[src/i2c_status_flags_regs.vh]
// Purpose: Register map, field positions and reset values for the serial status-flag block
// Assumes: APB with 32-bit data, one aligned word per register
// Notes: Definitions only
`ifndef I2C_STATUS_FLAGS_REGS_VH
`define I2C_STATUS_FLAGS_REGS_VH

// ----------------------------------------
// Register byte addresses
// ----------------------------------------
`define ADDR_STATUS 8'h00
`define ADDR_CTRL 8'h04
`define ADDR_OWN_ADDR 8'h08
`define ADDR_TX_HOLD 8'h0c
`define ADDR_RX_HOLD 8'h10
`define ADDR_IRQ_STATUS 8'h14
`define ADDR_IRQ_MASK 8'h18
`define ADDR_PIN_FUNC 8'hf8

// ----------------------------------------
// Status register bits
// ----------------------------------------
`define ST_AAS 1
`define ST_AL 2
`define ST_STOP 3
`define ST_NACK 4
`define ST_RX_BUFFER_FULL 5
`define ST_TX_COMPLETE_FLAG 6
`define ST_TX_BUFFER_EMPTY 7
`define STATUS_RESET 8'h00

// ----------------------------------------
// Control register bits
// ----------------------------------------
`define CT_ACK_CHECK_ENABLE 0
`define CT_TRS 1
`define CT_MST 2
`define CT_TIE 3
`define CT_TEIE 4
`define CT_RIE 5
`define CT_STIE 6
`define CT_NAKIE 7
`define CTRL_RESET 8'h00

// ----------------------------------------
// Pin function select bits
// ----------------------------------------
`define PF_SEL_PIN 3
`define PF_TWO_WIRE 7
`define PF_WRITE_MASK 8'h88
`define PF_RESET 8'h00

// ----------------------------------------
// Frame counts and widths
// ----------------------------------------
`define LAST_DATA_BIT 4'h7
`define ACK_BIT 4'h8
`define OWN_ADDR_RESET 7'h00
`define BYTE_ZERO 8'h00
`define WORD_ZERO 32'h0000_0000

`endif

[src/i2c_status_flags.v]
// Purpose: Status flags of a two-wire / clock synchronous serial unit with an APB register port
// Assumes: SCL and SDA arrive asynchronously and are synchronised by two flip-flops each
// Notes: Transfer clock generation and full transfer sequencing live elsewhere; SCL is always an input here
`timescale 1ns/100ps
`include "i2c_status_flags_regs.vh"

module i2c_status_flags (
  // Clock and reset
  input wire CLK_IN,
  input wire RESET_N_IN,
  // APB slave
  input wire PSEL_IN,
  input wire PENABLE_IN,
  input wire PWRITE_IN,
  input wire [7:0] PADDR_IN,
  input wire [31:0] PWDATA_IN,
  output reg [31:0] PRDATA_OUT,
  output reg PREADY_OUT,
  output reg PSLVERR_OUT,
  // Serial pins
  input wire SCL_IN,
  input wire SDA_IN,
  output reg SDA_OUT,
  output reg SDA_OE_OUT,
  // Select signal pin routing
  output reg SELECT_FIRST_PIN_EN_OUT,
  output reg SELECT_ALT_PIN_EN_OUT,
  // Interrupts
  output reg INT_REQ_OUT,
  output reg IRQ_OUT
);

  // ----------------------------------------
  // Helpers
  // ----------------------------------------

  // Event flag write: a zero clears, a one leaves it alone
  function clear_on_zero;
    input old_bit;
    input wr_bit;
    begin
      clear_on_zero = old_bit & wr_bit;
    end
  endfunction

  // Address decode shared by read and write paths
  function is_mapped;
    input [7:0] addr;
    begin
      is_mapped = (addr == `ADDR_STATUS) || (addr == `ADDR_CTRL) || (addr == `ADDR_OWN_ADDR) ||
                  (addr == `ADDR_TX_HOLD) || (addr == `ADDR_RX_HOLD) || (addr == `ADDR_IRQ_STATUS) ||
                  (addr == `ADDR_IRQ_MASK) || (addr == `ADDR_PIN_FUNC);
    end
  endfunction

  // ----------------------------------------
  // State
  // ----------------------------------------
  reg [7:0] status_reg;
  reg [7:0] ctrl_reg;
  reg [6:0] own_addr_reg;
  reg [7:0] tx_hold_reg;
  reg [7:0] rx_hold_reg;
  reg [7:0] irq_status_reg;
  reg [7:0] irq_mask_reg;
  reg [7:0] pin_func_reg;
  reg [7:0] status_prev_reg;
  reg [7:0] shift_in_reg;
  reg [7:0] shift_out_reg;
  reg tx_loaded_reg;
  reg [3:0] bit_cnt_reg;
  reg first_frame_reg;
  reg frame_seen_reg;
  reg addressed_reg;
  reg lost_reg;
  reg scl_meta_reg;
  reg scl_sync_reg;
  reg scl_prev_reg;
  reg sda_meta_reg;
  reg sda_sync_reg;
  reg sda_prev_reg;
  reg sda_drive_low_reg;

  // ----------------------------------------
  // Decoded bus and pin events
  // ----------------------------------------
  wire two_wire = pin_func_reg[`PF_TWO_WIRE];
  wire transmit = ctrl_reg[`CT_TRS];
  wire master = ctrl_reg[`CT_MST];
  wire setup_phase = PSEL_IN & ~PENABLE_IN;
  wire access_done = PSEL_IN & PENABLE_IN & PREADY_OUT;
  wire wr_done = access_done & PWRITE_IN & ~PSLVERR_OUT;
  wire rd_done = access_done & ~PWRITE_IN & ~PSLVERR_OUT;
  wire [7:0] wbyte = PWDATA_IN[7:0];
  wire scl_rise = scl_sync_reg & ~scl_prev_reg;
  wire scl_fall = ~scl_sync_reg & scl_prev_reg;
  // Start and stop only mean something on the two-wire bus
  wire start_det = two_wire & scl_sync_reg & scl_prev_reg & sda_prev_reg & ~sda_sync_reg;
  wire stop_det = two_wire & scl_sync_reg & scl_prev_reg & ~sda_prev_reg & sda_sync_reg;
  wire byte_end = scl_rise & (bit_cnt_reg == `LAST_DATA_BIT);
  wire ack_clock = scl_rise & two_wire & (bit_cnt_reg == `ACK_BIT);
  wire [7:0] rx_byte = {shift_in_reg[6:0], sda_sync_reg};
  // Holding to shift move: idle shift register, SCL low, never in the cycle of a new holding write
  wire tx_move = transmit && !tx_loaded_reg && !status_reg[`ST_TX_BUFFER_EMPTY] && !scl_sync_reg && bit_cnt_reg == 4'h0 &&
                 !(wr_done && PADDR_IN == `ADDR_TX_HOLD);

  // ----------------------------------------
  // Pin synchronisers
  // ----------------------------------------

  // Three flops per pin; the second stage is looked at, the third only as its previous value for edges
  always @(posedge CLK_IN) begin
    if (!RESET_N_IN) begin
      scl_meta_reg <= 1'b1;
      scl_sync_reg <= 1'b1;
      scl_prev_reg <= 1'b1;
      sda_meta_reg <= 1'b1;
      sda_sync_reg <= 1'b1;
      sda_prev_reg <= 1'b1;
    end else begin
      scl_meta_reg <= SCL_IN;
      scl_sync_reg <= scl_meta_reg;
      scl_prev_reg <= scl_sync_reg;
      sda_meta_reg <= SDA_IN;
      sda_sync_reg <= sda_meta_reg;
      sda_prev_reg <= sda_sync_reg;
    end
  end

  // ----------------------------------------
  // APB response
  // ----------------------------------------

  // Zero-wait answer: ready rises for the access phase that follows every setup
  always @(posedge CLK_IN) begin
    if (!RESET_N_IN) begin
      PREADY_OUT <= 1'b0;
      PSLVERR_OUT <= 1'b0;
      PRDATA_OUT <= `WORD_ZERO;
    end else begin
      PREADY_OUT <= setup_phase;
      PSLVERR_OUT <= setup_phase & ~is_mapped(PADDR_IN);
      if (setup_phase && !PWRITE_IN) begin
        case (PADDR_IN)
          `ADDR_STATUS: PRDATA_OUT <= {24'h00_0000, status_reg};
          `ADDR_CTRL: PRDATA_OUT <= {24'h00_0000, ctrl_reg};
          `ADDR_OWN_ADDR: PRDATA_OUT <= {25'h000_0000, own_addr_reg};
          `ADDR_TX_HOLD: PRDATA_OUT <= {24'h00_0000, tx_hold_reg};
          `ADDR_RX_HOLD: PRDATA_OUT <= {24'h00_0000, rx_hold_reg};
          `ADDR_IRQ_STATUS: PRDATA_OUT <= {24'h00_0000, irq_status_reg};
          `ADDR_IRQ_MASK: PRDATA_OUT <= {24'h00_0000, irq_mask_reg};
          `ADDR_PIN_FUNC: PRDATA_OUT <= {24'h00_0000, pin_func_reg};
          default: PRDATA_OUT <= `WORD_ZERO;
        endcase
      end else if (!PSEL_IN) begin
        PRDATA_OUT <= `WORD_ZERO;
      end
    end
  end

  // ----------------------------------------
  // Plain configuration registers
  // ----------------------------------------

  // Reserved pin-function bits are forced to zero on write
  always @(posedge CLK_IN) begin
    if (!RESET_N_IN) begin
      own_addr_reg <= `OWN_ADDR_RESET;
      irq_mask_reg <= `BYTE_ZERO;
      pin_func_reg <= `PF_RESET;
    end else if (wr_done) begin
      if (PADDR_IN == `ADDR_OWN_ADDR)
        own_addr_reg <= wbyte[6:0];
      if (PADDR_IN == `ADDR_IRQ_MASK)
        irq_mask_reg <= wbyte;
      if (PADDR_IN == `ADDR_PIN_FUNC)
        pin_func_reg <= wbyte & `PF_WRITE_MASK;
    end
  end

  // ----------------------------------------
  // Flags and shift engine
  // ----------------------------------------

  // Software clears come first so that hardware sets in the same cycle win
  always @(posedge CLK_IN) begin
    if (!RESET_N_IN) begin
      status_reg <= `STATUS_RESET;
      ctrl_reg <= `CTRL_RESET;
      tx_hold_reg <= `BYTE_ZERO;
      rx_hold_reg <= `BYTE_ZERO;
      shift_in_reg <= `BYTE_ZERO;
      shift_out_reg <= `BYTE_ZERO;
      tx_loaded_reg <= 1'b0;
      bit_cnt_reg <= 4'h0;
      first_frame_reg <= 1'b0;
      frame_seen_reg <= 1'b0;
      addressed_reg <= 1'b0;
      lost_reg <= 1'b0;
    end else begin
      // Register writes and reads with side effects
      if (wr_done && PADDR_IN == `ADDR_STATUS) begin
        status_reg[`ST_AAS] <= clear_on_zero(status_reg[`ST_AAS], wbyte[`ST_AAS]);
        status_reg[`ST_AL] <= clear_on_zero(status_reg[`ST_AL], wbyte[`ST_AL]);
        status_reg[`ST_STOP] <= clear_on_zero(status_reg[`ST_STOP], wbyte[`ST_STOP]);
        status_reg[`ST_NACK] <= clear_on_zero(status_reg[`ST_NACK], wbyte[`ST_NACK]);
      end
      if (wr_done && PADDR_IN == `ADDR_CTRL) begin
        ctrl_reg <= wbyte;
        if (wbyte[`CT_TRS] && !ctrl_reg[`CT_TRS])
          status_reg[`ST_TX_BUFFER_EMPTY] <= 1'b1;
      end
      if (wr_done && PADDR_IN == `ADDR_TX_HOLD) begin
        tx_hold_reg <= wbyte;
        status_reg[`ST_TX_BUFFER_EMPTY] <= 1'b0;
        status_reg[`ST_TX_COMPLETE_FLAG] <= 1'b0;
      end
      if (rd_done && PADDR_IN == `ADDR_RX_HOLD)
        status_reg[`ST_RX_BUFFER_FULL] <= 1'b0;

      // Holding register moves to an idle shift register at a byte boundary
      if (tx_move) begin
        shift_out_reg <= tx_hold_reg;
        tx_loaded_reg <= 1'b1;
        status_reg[`ST_TX_BUFFER_EMPTY] <= 1'b1;
      end

      // Start condition re-arms the frame counter
      if (start_det) begin
        bit_cnt_reg <= 4'h0;
        first_frame_reg <= 1'b1;
        addressed_reg <= 1'b0;
        lost_reg <= 1'b0;
        if (master && transmit)
          status_reg[`ST_TX_BUFFER_EMPTY] <= 1'b1;
        // Our own SDA was released, so somebody else made this start
        if (master && !sda_drive_low_reg)
          status_reg[`ST_AL] <= 1'b1;
      end else if (stop_det) begin
        bit_cnt_reg <= 4'h0;
        frame_seen_reg <= 1'b0;
        if (frame_seen_reg)
          status_reg[`ST_STOP] <= 1'b1;
      end else if (scl_rise) begin
        if (bit_cnt_reg <= `LAST_DATA_BIT) begin
          shift_in_reg <= rx_byte;
          shift_out_reg <= {shift_out_reg[6:0], 1'b0};
          bit_cnt_reg <= bit_cnt_reg + 4'h1;
          if (two_wire && master && transmit && tx_loaded_reg && !lost_reg &&
              (shift_out_reg[7] != sda_sync_reg)) begin
            status_reg[`ST_AL] <= 1'b1;
            lost_reg <= 1'b1;
          end
        end
        if (ack_clock) begin
          bit_cnt_reg <= 4'h0;
          first_frame_reg <= 1'b0;
          frame_seen_reg <= 1'b1;
          if (transmit) begin
            tx_loaded_reg <= 1'b0;
            if (sda_sync_reg && ctrl_reg[`CT_ACK_CHECK_ENABLE])
              status_reg[`ST_NACK] <= 1'b1;
            if (status_reg[`ST_TX_BUFFER_EMPTY])
              status_reg[`ST_TX_COMPLETE_FLAG] <= 1'b1;
          end else if (first_frame_reg && addressed_reg && !master && rx_hold_reg[0]) begin
            // Read request from the master turns this slave round
            ctrl_reg[`CT_TRS] <= 1'b1;
            status_reg[`ST_TX_BUFFER_EMPTY] <= 1'b1;
          end
        end
        if (byte_end) begin
          if (!two_wire) begin
            bit_cnt_reg <= 4'h0;
            if (transmit) begin
              tx_loaded_reg <= 1'b0;
              status_reg[`ST_TX_COMPLETE_FLAG] <= 1'b1;
            end
          end
          if (!transmit) begin
            if (!two_wire && status_reg[`ST_RX_BUFFER_FULL] && !(rd_done && PADDR_IN == `ADDR_RX_HOLD)) begin
              status_reg[`ST_AL] <= 1'b1;
            end else begin
              rx_hold_reg <= rx_byte;
              status_reg[`ST_RX_BUFFER_FULL] <= 1'b1;
            end
            if (two_wire && first_frame_reg && !master && rx_byte[7:1] == own_addr_reg) begin
              status_reg[`ST_AAS] <= 1'b1;
              addressed_reg <= 1'b1;
            end
          end
        end
      end
    end
  end

  // ----------------------------------------
  // SDA drive
  // ----------------------------------------

  // Data only changes while SCL is low so no false start or stop is made
  always @(posedge CLK_IN) begin
    if (!RESET_N_IN) begin
      sda_drive_low_reg <= 1'b0;
      SDA_OUT <= 1'b1;
      SDA_OE_OUT <= 1'b0;
    end else if (tx_move) begin
      // First bit must stand before the first clock rise, so it goes out with the load
      sda_drive_low_reg <= two_wire && !lost_reg && !tx_hold_reg[7];
      SDA_OUT <= !two_wire && tx_hold_reg[7];
      SDA_OE_OUT <= !two_wire || (!lost_reg && !tx_hold_reg[7]);
    end else if (scl_fall) begin
      if (two_wire) begin
        // Open drain: pull low for a zero data bit or for our acknowledge
        sda_drive_low_reg <= (transmit && tx_loaded_reg && !lost_reg && bit_cnt_reg <= `LAST_DATA_BIT &&
                              !shift_out_reg[7]) ||
                             (!transmit && bit_cnt_reg == `ACK_BIT && (master || addressed_reg));
        SDA_OUT <= 1'b0;
        SDA_OE_OUT <= (transmit && tx_loaded_reg && !lost_reg && bit_cnt_reg <= `LAST_DATA_BIT &&
                       !shift_out_reg[7]) ||
                      (!transmit && bit_cnt_reg == `ACK_BIT && (master || addressed_reg));
      end else begin
        // Push-pull data line in the synchronous format
        sda_drive_low_reg <= 1'b0;
        SDA_OUT <= shift_out_reg[7];
        SDA_OE_OUT <= transmit && tx_loaded_reg;
      end
    end else if (!two_wire && !transmit) begin
      SDA_OE_OUT <= 1'b0;
    end
  end

  // ----------------------------------------
  // Pin routing and interrupts
  // ----------------------------------------

  // Select pin only carries the signal while the synchronous unit owns the hardware
  always @(posedge CLK_IN) begin
    if (!RESET_N_IN) begin
      SELECT_FIRST_PIN_EN_OUT <= 1'b0;
      SELECT_ALT_PIN_EN_OUT <= 1'b0;
    end else begin
      SELECT_FIRST_PIN_EN_OUT <= !two_wire && !pin_func_reg[`PF_SEL_PIN];
      SELECT_ALT_PIN_EN_OUT <= !two_wire && pin_func_reg[`PF_SEL_PIN];
    end
  end

  // Sticky events follow flag rising edges, one cycle behind the flag itself
  always @(posedge CLK_IN) begin
    if (!RESET_N_IN) begin
      status_prev_reg <= `STATUS_RESET;
      irq_status_reg <= `BYTE_ZERO;
      INT_REQ_OUT <= 1'b0;
      IRQ_OUT <= 1'b0;
    end else begin
      status_prev_reg <= status_reg;
      if (wr_done && PADDR_IN == `ADDR_IRQ_STATUS)
        irq_status_reg <= (irq_status_reg & ~wbyte) | (status_reg & ~status_prev_reg);
      else
        irq_status_reg <= irq_status_reg | (status_reg & ~status_prev_reg);
      IRQ_OUT <= |(irq_status_reg & irq_mask_reg);
      INT_REQ_OUT <= (ctrl_reg[`CT_TIE] && status_reg[`ST_TX_BUFFER_EMPTY]) ||
                     (ctrl_reg[`CT_TEIE] && status_reg[`ST_TX_COMPLETE_FLAG]) ||
                     (ctrl_reg[`CT_RIE] && status_reg[`ST_RX_BUFFER_FULL]) ||
                     (ctrl_reg[`CT_STIE] && two_wire && status_reg[`ST_STOP]) ||
                     (ctrl_reg[`CT_NAKIE] && (status_reg[`ST_AL] || status_reg[`ST_NACK]));
    end
  end

endmodule // i2c_status_flags

[config.mk]
export PLATFORM = sky130hd
export DESIGN_NAME = i2c_status_flags
export DESIGN_NICKNAME = d
export VERILOG_FILES = /design/src/i2c_status_flags.v
export VERILOG_INCLUDE_DIRS = /design/src /design/src/src
export SDC_FILE = /design/constraint.sdc
export NUM_CORES = 1
export LEC_CHECK = 0
export ABC_AREA = 1
export BUFFER_PORTS_ARGS = -buffer_cell sky130_fd_sc_hd__buf_2
export CAP_MARGIN = 15
export CORE_AREA = 2 2 105 107
export DETAILED_ROUTE_END_ITERATION = 6
export DIE_AREA = 0 0 107 109
export PLACE_DENSITY = 0.82
export SLEW_MARGIN = 10
export SYNTH_ARGS = -nofsm -noshare
export SYNTH_HDL_FRONTEND = slang
export SYNTH_SLANG_ARGS = --single-unit
[constraint.sdc]
create_clock -name CLK_IN -period 1.9 [get_ports CLK_IN]
set_clock_uncertainty 0.15 [all_clocks]
set_input_delay 0.19 -clock CLK_IN [delete_from_list [all_inputs] [get_ports CLK_IN]]
set_output_delay 0.19 -clock CLK_IN [all_outputs]
set_load 0.02 [all_outputs]
==> results list <==
- Drt drc: 0
- Worst setup path category: reg -> reg
- Net Switching: 1020 uW
- The synthesized netlist devotes 30.4% of its cell area to simple gates.
- Port Buf Inserts: 38
- Achievable Freq: 0.557 GHz
* Maximum number of pins on one net before global-route repair: 44
- In this run, the combinational gates consume 6.8% of the power.
* Tightest Pin Transition: 0.628 ns
- The floorplan step defined a die boundary enclosing 11,700 um^2.
- Fraction of post-synthesis cell area in the top cell type by area: 42.6%
- Measured on the finished design, the core utilization comes to 55.0%.
* Number of buffers inserted during clock tree synthesis: 9
* Longest Clk Path Bufs: 2
- Clock tree synthesis selected as its root buffer the cell sky130_fd_sc_hd__clkbuf_8.
- In this run, flip-flops and latches consume 55.5% of the power.
* Result of the run: finished clean
- Worst vdd rail ir drop: 0.000444 V
- Clk pin slew, worst setup/hold paths: 0.11 ns
* Setup crit start kind: register
- Netlist area before placement: 5160 um^2
* Highest-count cells in the layout ignoring fill and taps: sky130_fd_sc_hd__nand2_1 (141), sky130_fd_sc_hd__dfxtp_1 (110), sky130_fd_sc_hd__nor2_1 (98), sky130_fd_sc_hd__nand3_1 (83), sky130_fd_sc_hd__inv_1 (67)
- Clock tree sinks: 110
- In the final layout, the multi-input gates occupy 2460 um^2.
- Pwr Density: 723 nW/um^2
* Met2 demand-to-capacity share in global routing: 39.6%
- The first detailed-routing pass took 5 iterations.
* CORE AREA: 10,600 um^2
- In the finished design, the share of the clock period the worst path needs comes to 94.6%.
- The worst register-to-register path begins at PREADY_OUT$_SDFF_PN0_.
* Lkg Pwr: 0.00260 uW
- Headroom to the max-slew limit came out at 58.1%.
- Via count normalized by instance count: 5.32
- In this run, synthesis produced a sequential element count of 110.
* Max-cap violations: 0
* Share of total power in the clock network: 37.7%
- For this run the aggregate overflow at the end of global routing stands at 0.
- OpenSTA, run right after detailed placement, puts the worst setup slack at 0.115 ns.
* Switching power share of the total: 24.3%
- For this configuration, the core starts out at a cell density of 48.7%.
* Setup TNS: 0 ns
- Of all nets on the critical path, the largest fanout is 15.
- Reg-to-reg setup timing slack: 0.10 ns
- The synthesized netlist devotes 0.678% of its cell area to XOR and XNOR gates.
- The max-slew violation count was 0.
- Hold path start: PSEL_IN
* Count of distinct cell types in the synthesized netlist: 35
- Total GRT Usage: 24.8%
- Total of warnings raised by yosys: 0
- Core Rows: 38
- Compared with the post-synthesis result, the final layout area differs by 12.9%.
* Leading cell type in the layout, fill and taps excluded: sky130_fd_sc_hd__nand2_1
- For this run, global-route usage on met3 was measured as 4.96%.
- The H-tree was split into 3 levels.
- Complex-gate fraction of the synthesized area: 14.1%
* DIE WIDTH: 107 um
- Clock latency on the worst-skew pair: 0.39 ns
- Clock period minus final worst setup slack: 1.80 ns
- Number of cell instances on the worst register-to-register path: 8
* Routed length per instance: 14.6 um
- In the post-route analysis, the smallest setup slack over all paths is 0.103 ns.
* First-pass GRT wire length: 22,400 um
- Biggest area consumer among synthesized cells: sky130_fd_sc_hd__dfxtp_1
- Fill count: 1,028
* Crit path DAT: 1.94 ns
* Via count: 4,993
* Post-synthesis share of cell area spent on full adders, half adders and majority gates: 0.484%
* Number of global-route vias before repair: 4,699
- The worst hold path belongs to the class in -> reg.
- The internal power of the cells totals 3190 uW.
- The detailed router finished its first iteration with 411 violations.
- Summed over all layers, the routed wires come to 13,700 um.
* DRT antenna net count: 0
- RD Place Congestion: 0.954
* Clock tree from TritonCTS: yes
* Share of final-layout standard cells stronger than drive strength 1: 13.0%
- I/O pin count: 87
- Hold Path End: PREADY_OUT$_SDFF_PN0_
- After legalization and detailed placement, the total HPWL measured 10,100 um.
- Synthesis handed over a netlist of 739 instances.
- In the global route stage, met1 resource usage came out at 31.1%.
- Mux cell area share after synthesis: 0%
* Initial antenna violation count: 0
- Sorting the synthesized cells by area gives the leading types as sky130_fd_sc_hd__dfxtp_1 (43%), sky130_fd_sc_hd__nand2_1 (10%), sky130_fd_sc_hd__nand3_1 (8.0%), sky130_fd_sc_hd__nor2_1 (7.2%), sky130_fd_sc_hd__o21ai_0 (5.4%).
* Data required time of the worst path: 2.04 ns
- Across the whole layout, storage elements account for 2200 um^2.
- Busiest layer in global routing: met2
- Number of cells traversed by the worst hold path: 4
* Main combinational cell family by area after synthesis: simple AND/OR/NAND/NOR gates
* Reg-to-reg endpoint: tx_hold_reg[3]$_SDFFE_PN0P_
- The number of antenna diodes in the final layout is 0.
- The floorplan step set the die height to 109 um.
* Post-synthesis average cell area: 6.99 um^2
- Total number of nets in the final design: 843
* Overall power of the completed layout: 4220 uW
- The worst setup path is captured at a register.
* Final Hold Violating Endpoints: 0
- Setup violations remaining at the end of the flow were counted as 0.
* Sequential element share of the synthesized area: 42.6%
-- cells by family (layout without fill, tap and decap cells) --
kind of cell             count (synthesis)  in the layout
other                                    1             24
AO/OA/AOI/OAI                          134            134
XOR/XNOR                                 4              4
buffers and inverters                  126            163
adder cells (fa/ha/maj)                  2              2
flip-flops                             110            110
AND/OR/NAND/NOR                        362            362
-- per-stage QoR --
| stage | std cells | cell area, um^2 | hold WS (ns) |
|---|---|---|---|
| 6_report | 939 | 5830 | 0.0145 |
| 5_1_grt | 939 | 5830 | 0.0113 |
| 4_1_cts | 937 | 5790 | 0.00487 |
| 3_5_place_dp | 913 | 5490 | 0.230 |
| 3_3_place_gp | 913 | 5490 | 0.224 |
| 2_1_floorplan | 762 | 5250 | 0.147 |
-- critical path, stage by stage, from the launching register on --
cell	delay, ns
sky130_fd_sc_hd__dfxtp_1	0.34
sky130_fd_sc_hd__nand3_1	0.17
sky130_fd_sc_hd__nor3_4	0.23
sky130_fd_sc_hd__buf_4	0.16
sky130_fd_sc_hd__nand2_4	0.08
sky130_fd_sc_hd__buf_4	0.21
sky130_fd_sc_hd__inv_6	0.12
sky130_fd_sc_hd__nor2_1	0.06
sky130_fd_sc_hd__a211oi_1	0.18
-- power groups by stage --
stage | Combinational [uW] | Clock, uW | Sequential [uW]
after floorplan | 207 | 0 | 2390
after global placement | 266 | 0 | 2390
after detailed placement | 270 | 0 | 2390
after CTS | 284 | 1600 | 2340
after global routing | 320 | 1690 | 2340
final | 288 | 1590 | 2340
-- repair_timing --
item,4_1_cts,5_1_grt
endpoints found under the setup margin,0,25
hold buffers,8,0
hold endpoints to repair,10,0
setup buffers,0,2
gates resized for setup,0,7
-- cell type report --
type | count | area share [%]
Clock buffer | 11 | 2.43
Clock inverter | 5 | 1.40
Inverter | 75 | 4.92
Multi-Input combinational cell | 526 | 42.3
Sequential cell | 110 | 37.8
Tap cell | 140 | 3.00
Timing Repair Buffer | 72 | 8.20
-- Yosys cell counts (all sizes together) --
library cell,n
a211oi,14
a21oi,50
a22o,1
a31oi,1
a41oi,1
and3,2
buf,39
clkbuf,12
clkinv,2
conb,1
dfxtp,110
ha,2
inv,73
nand2,145
nand3,83
nand3b,1
nand4,6
nor2,106
nor3,13
nor4,1
o211ai,2
o21ai,57
o21bai,1
o22ai,7
or2,5
xnor2,4
-- routing by layer --
| metal | vias to the layer above | share of wire, % |
|---|---|---|
| met4 | 0 | 4.4 |
| met3 | 49 | 8.2 |
| met2 | 231 | 44 |
| met5 | - | 0 |
| met1 | 2235 | 43 |
| li1 | 2478 | - |
-- worst max-delay path by stage --
stage	start	end	cells after the start
floorplan	PREADY_OUT$_SDFF_PN0_	sda_drive_low_reg$_SDFFE_PN0P_	8
global placement	bit_cnt_reg[0]$_SDFFE_PP0P_	SDA_OUT$_SDFFE_PN1P_	9
detailed placement	PREADY_OUT$_SDFF_PN0_	tx_hold_reg[3]$_SDFFE_PN0P_	7
CTS	PREADY_OUT$_SDFF_PN0_	tx_hold_reg[3]$_SDFFE_PN0P_	7
global route	PREADY_OUT$_SDFF_PN0_	tx_hold_reg[2]$_SDFFE_PN0P_	8
finish	PREADY_OUT$_SDFF_PN0_	tx_hold_reg[3]$_SDFFE_PN0P_	8
Power figures use the tool's default switching activity.
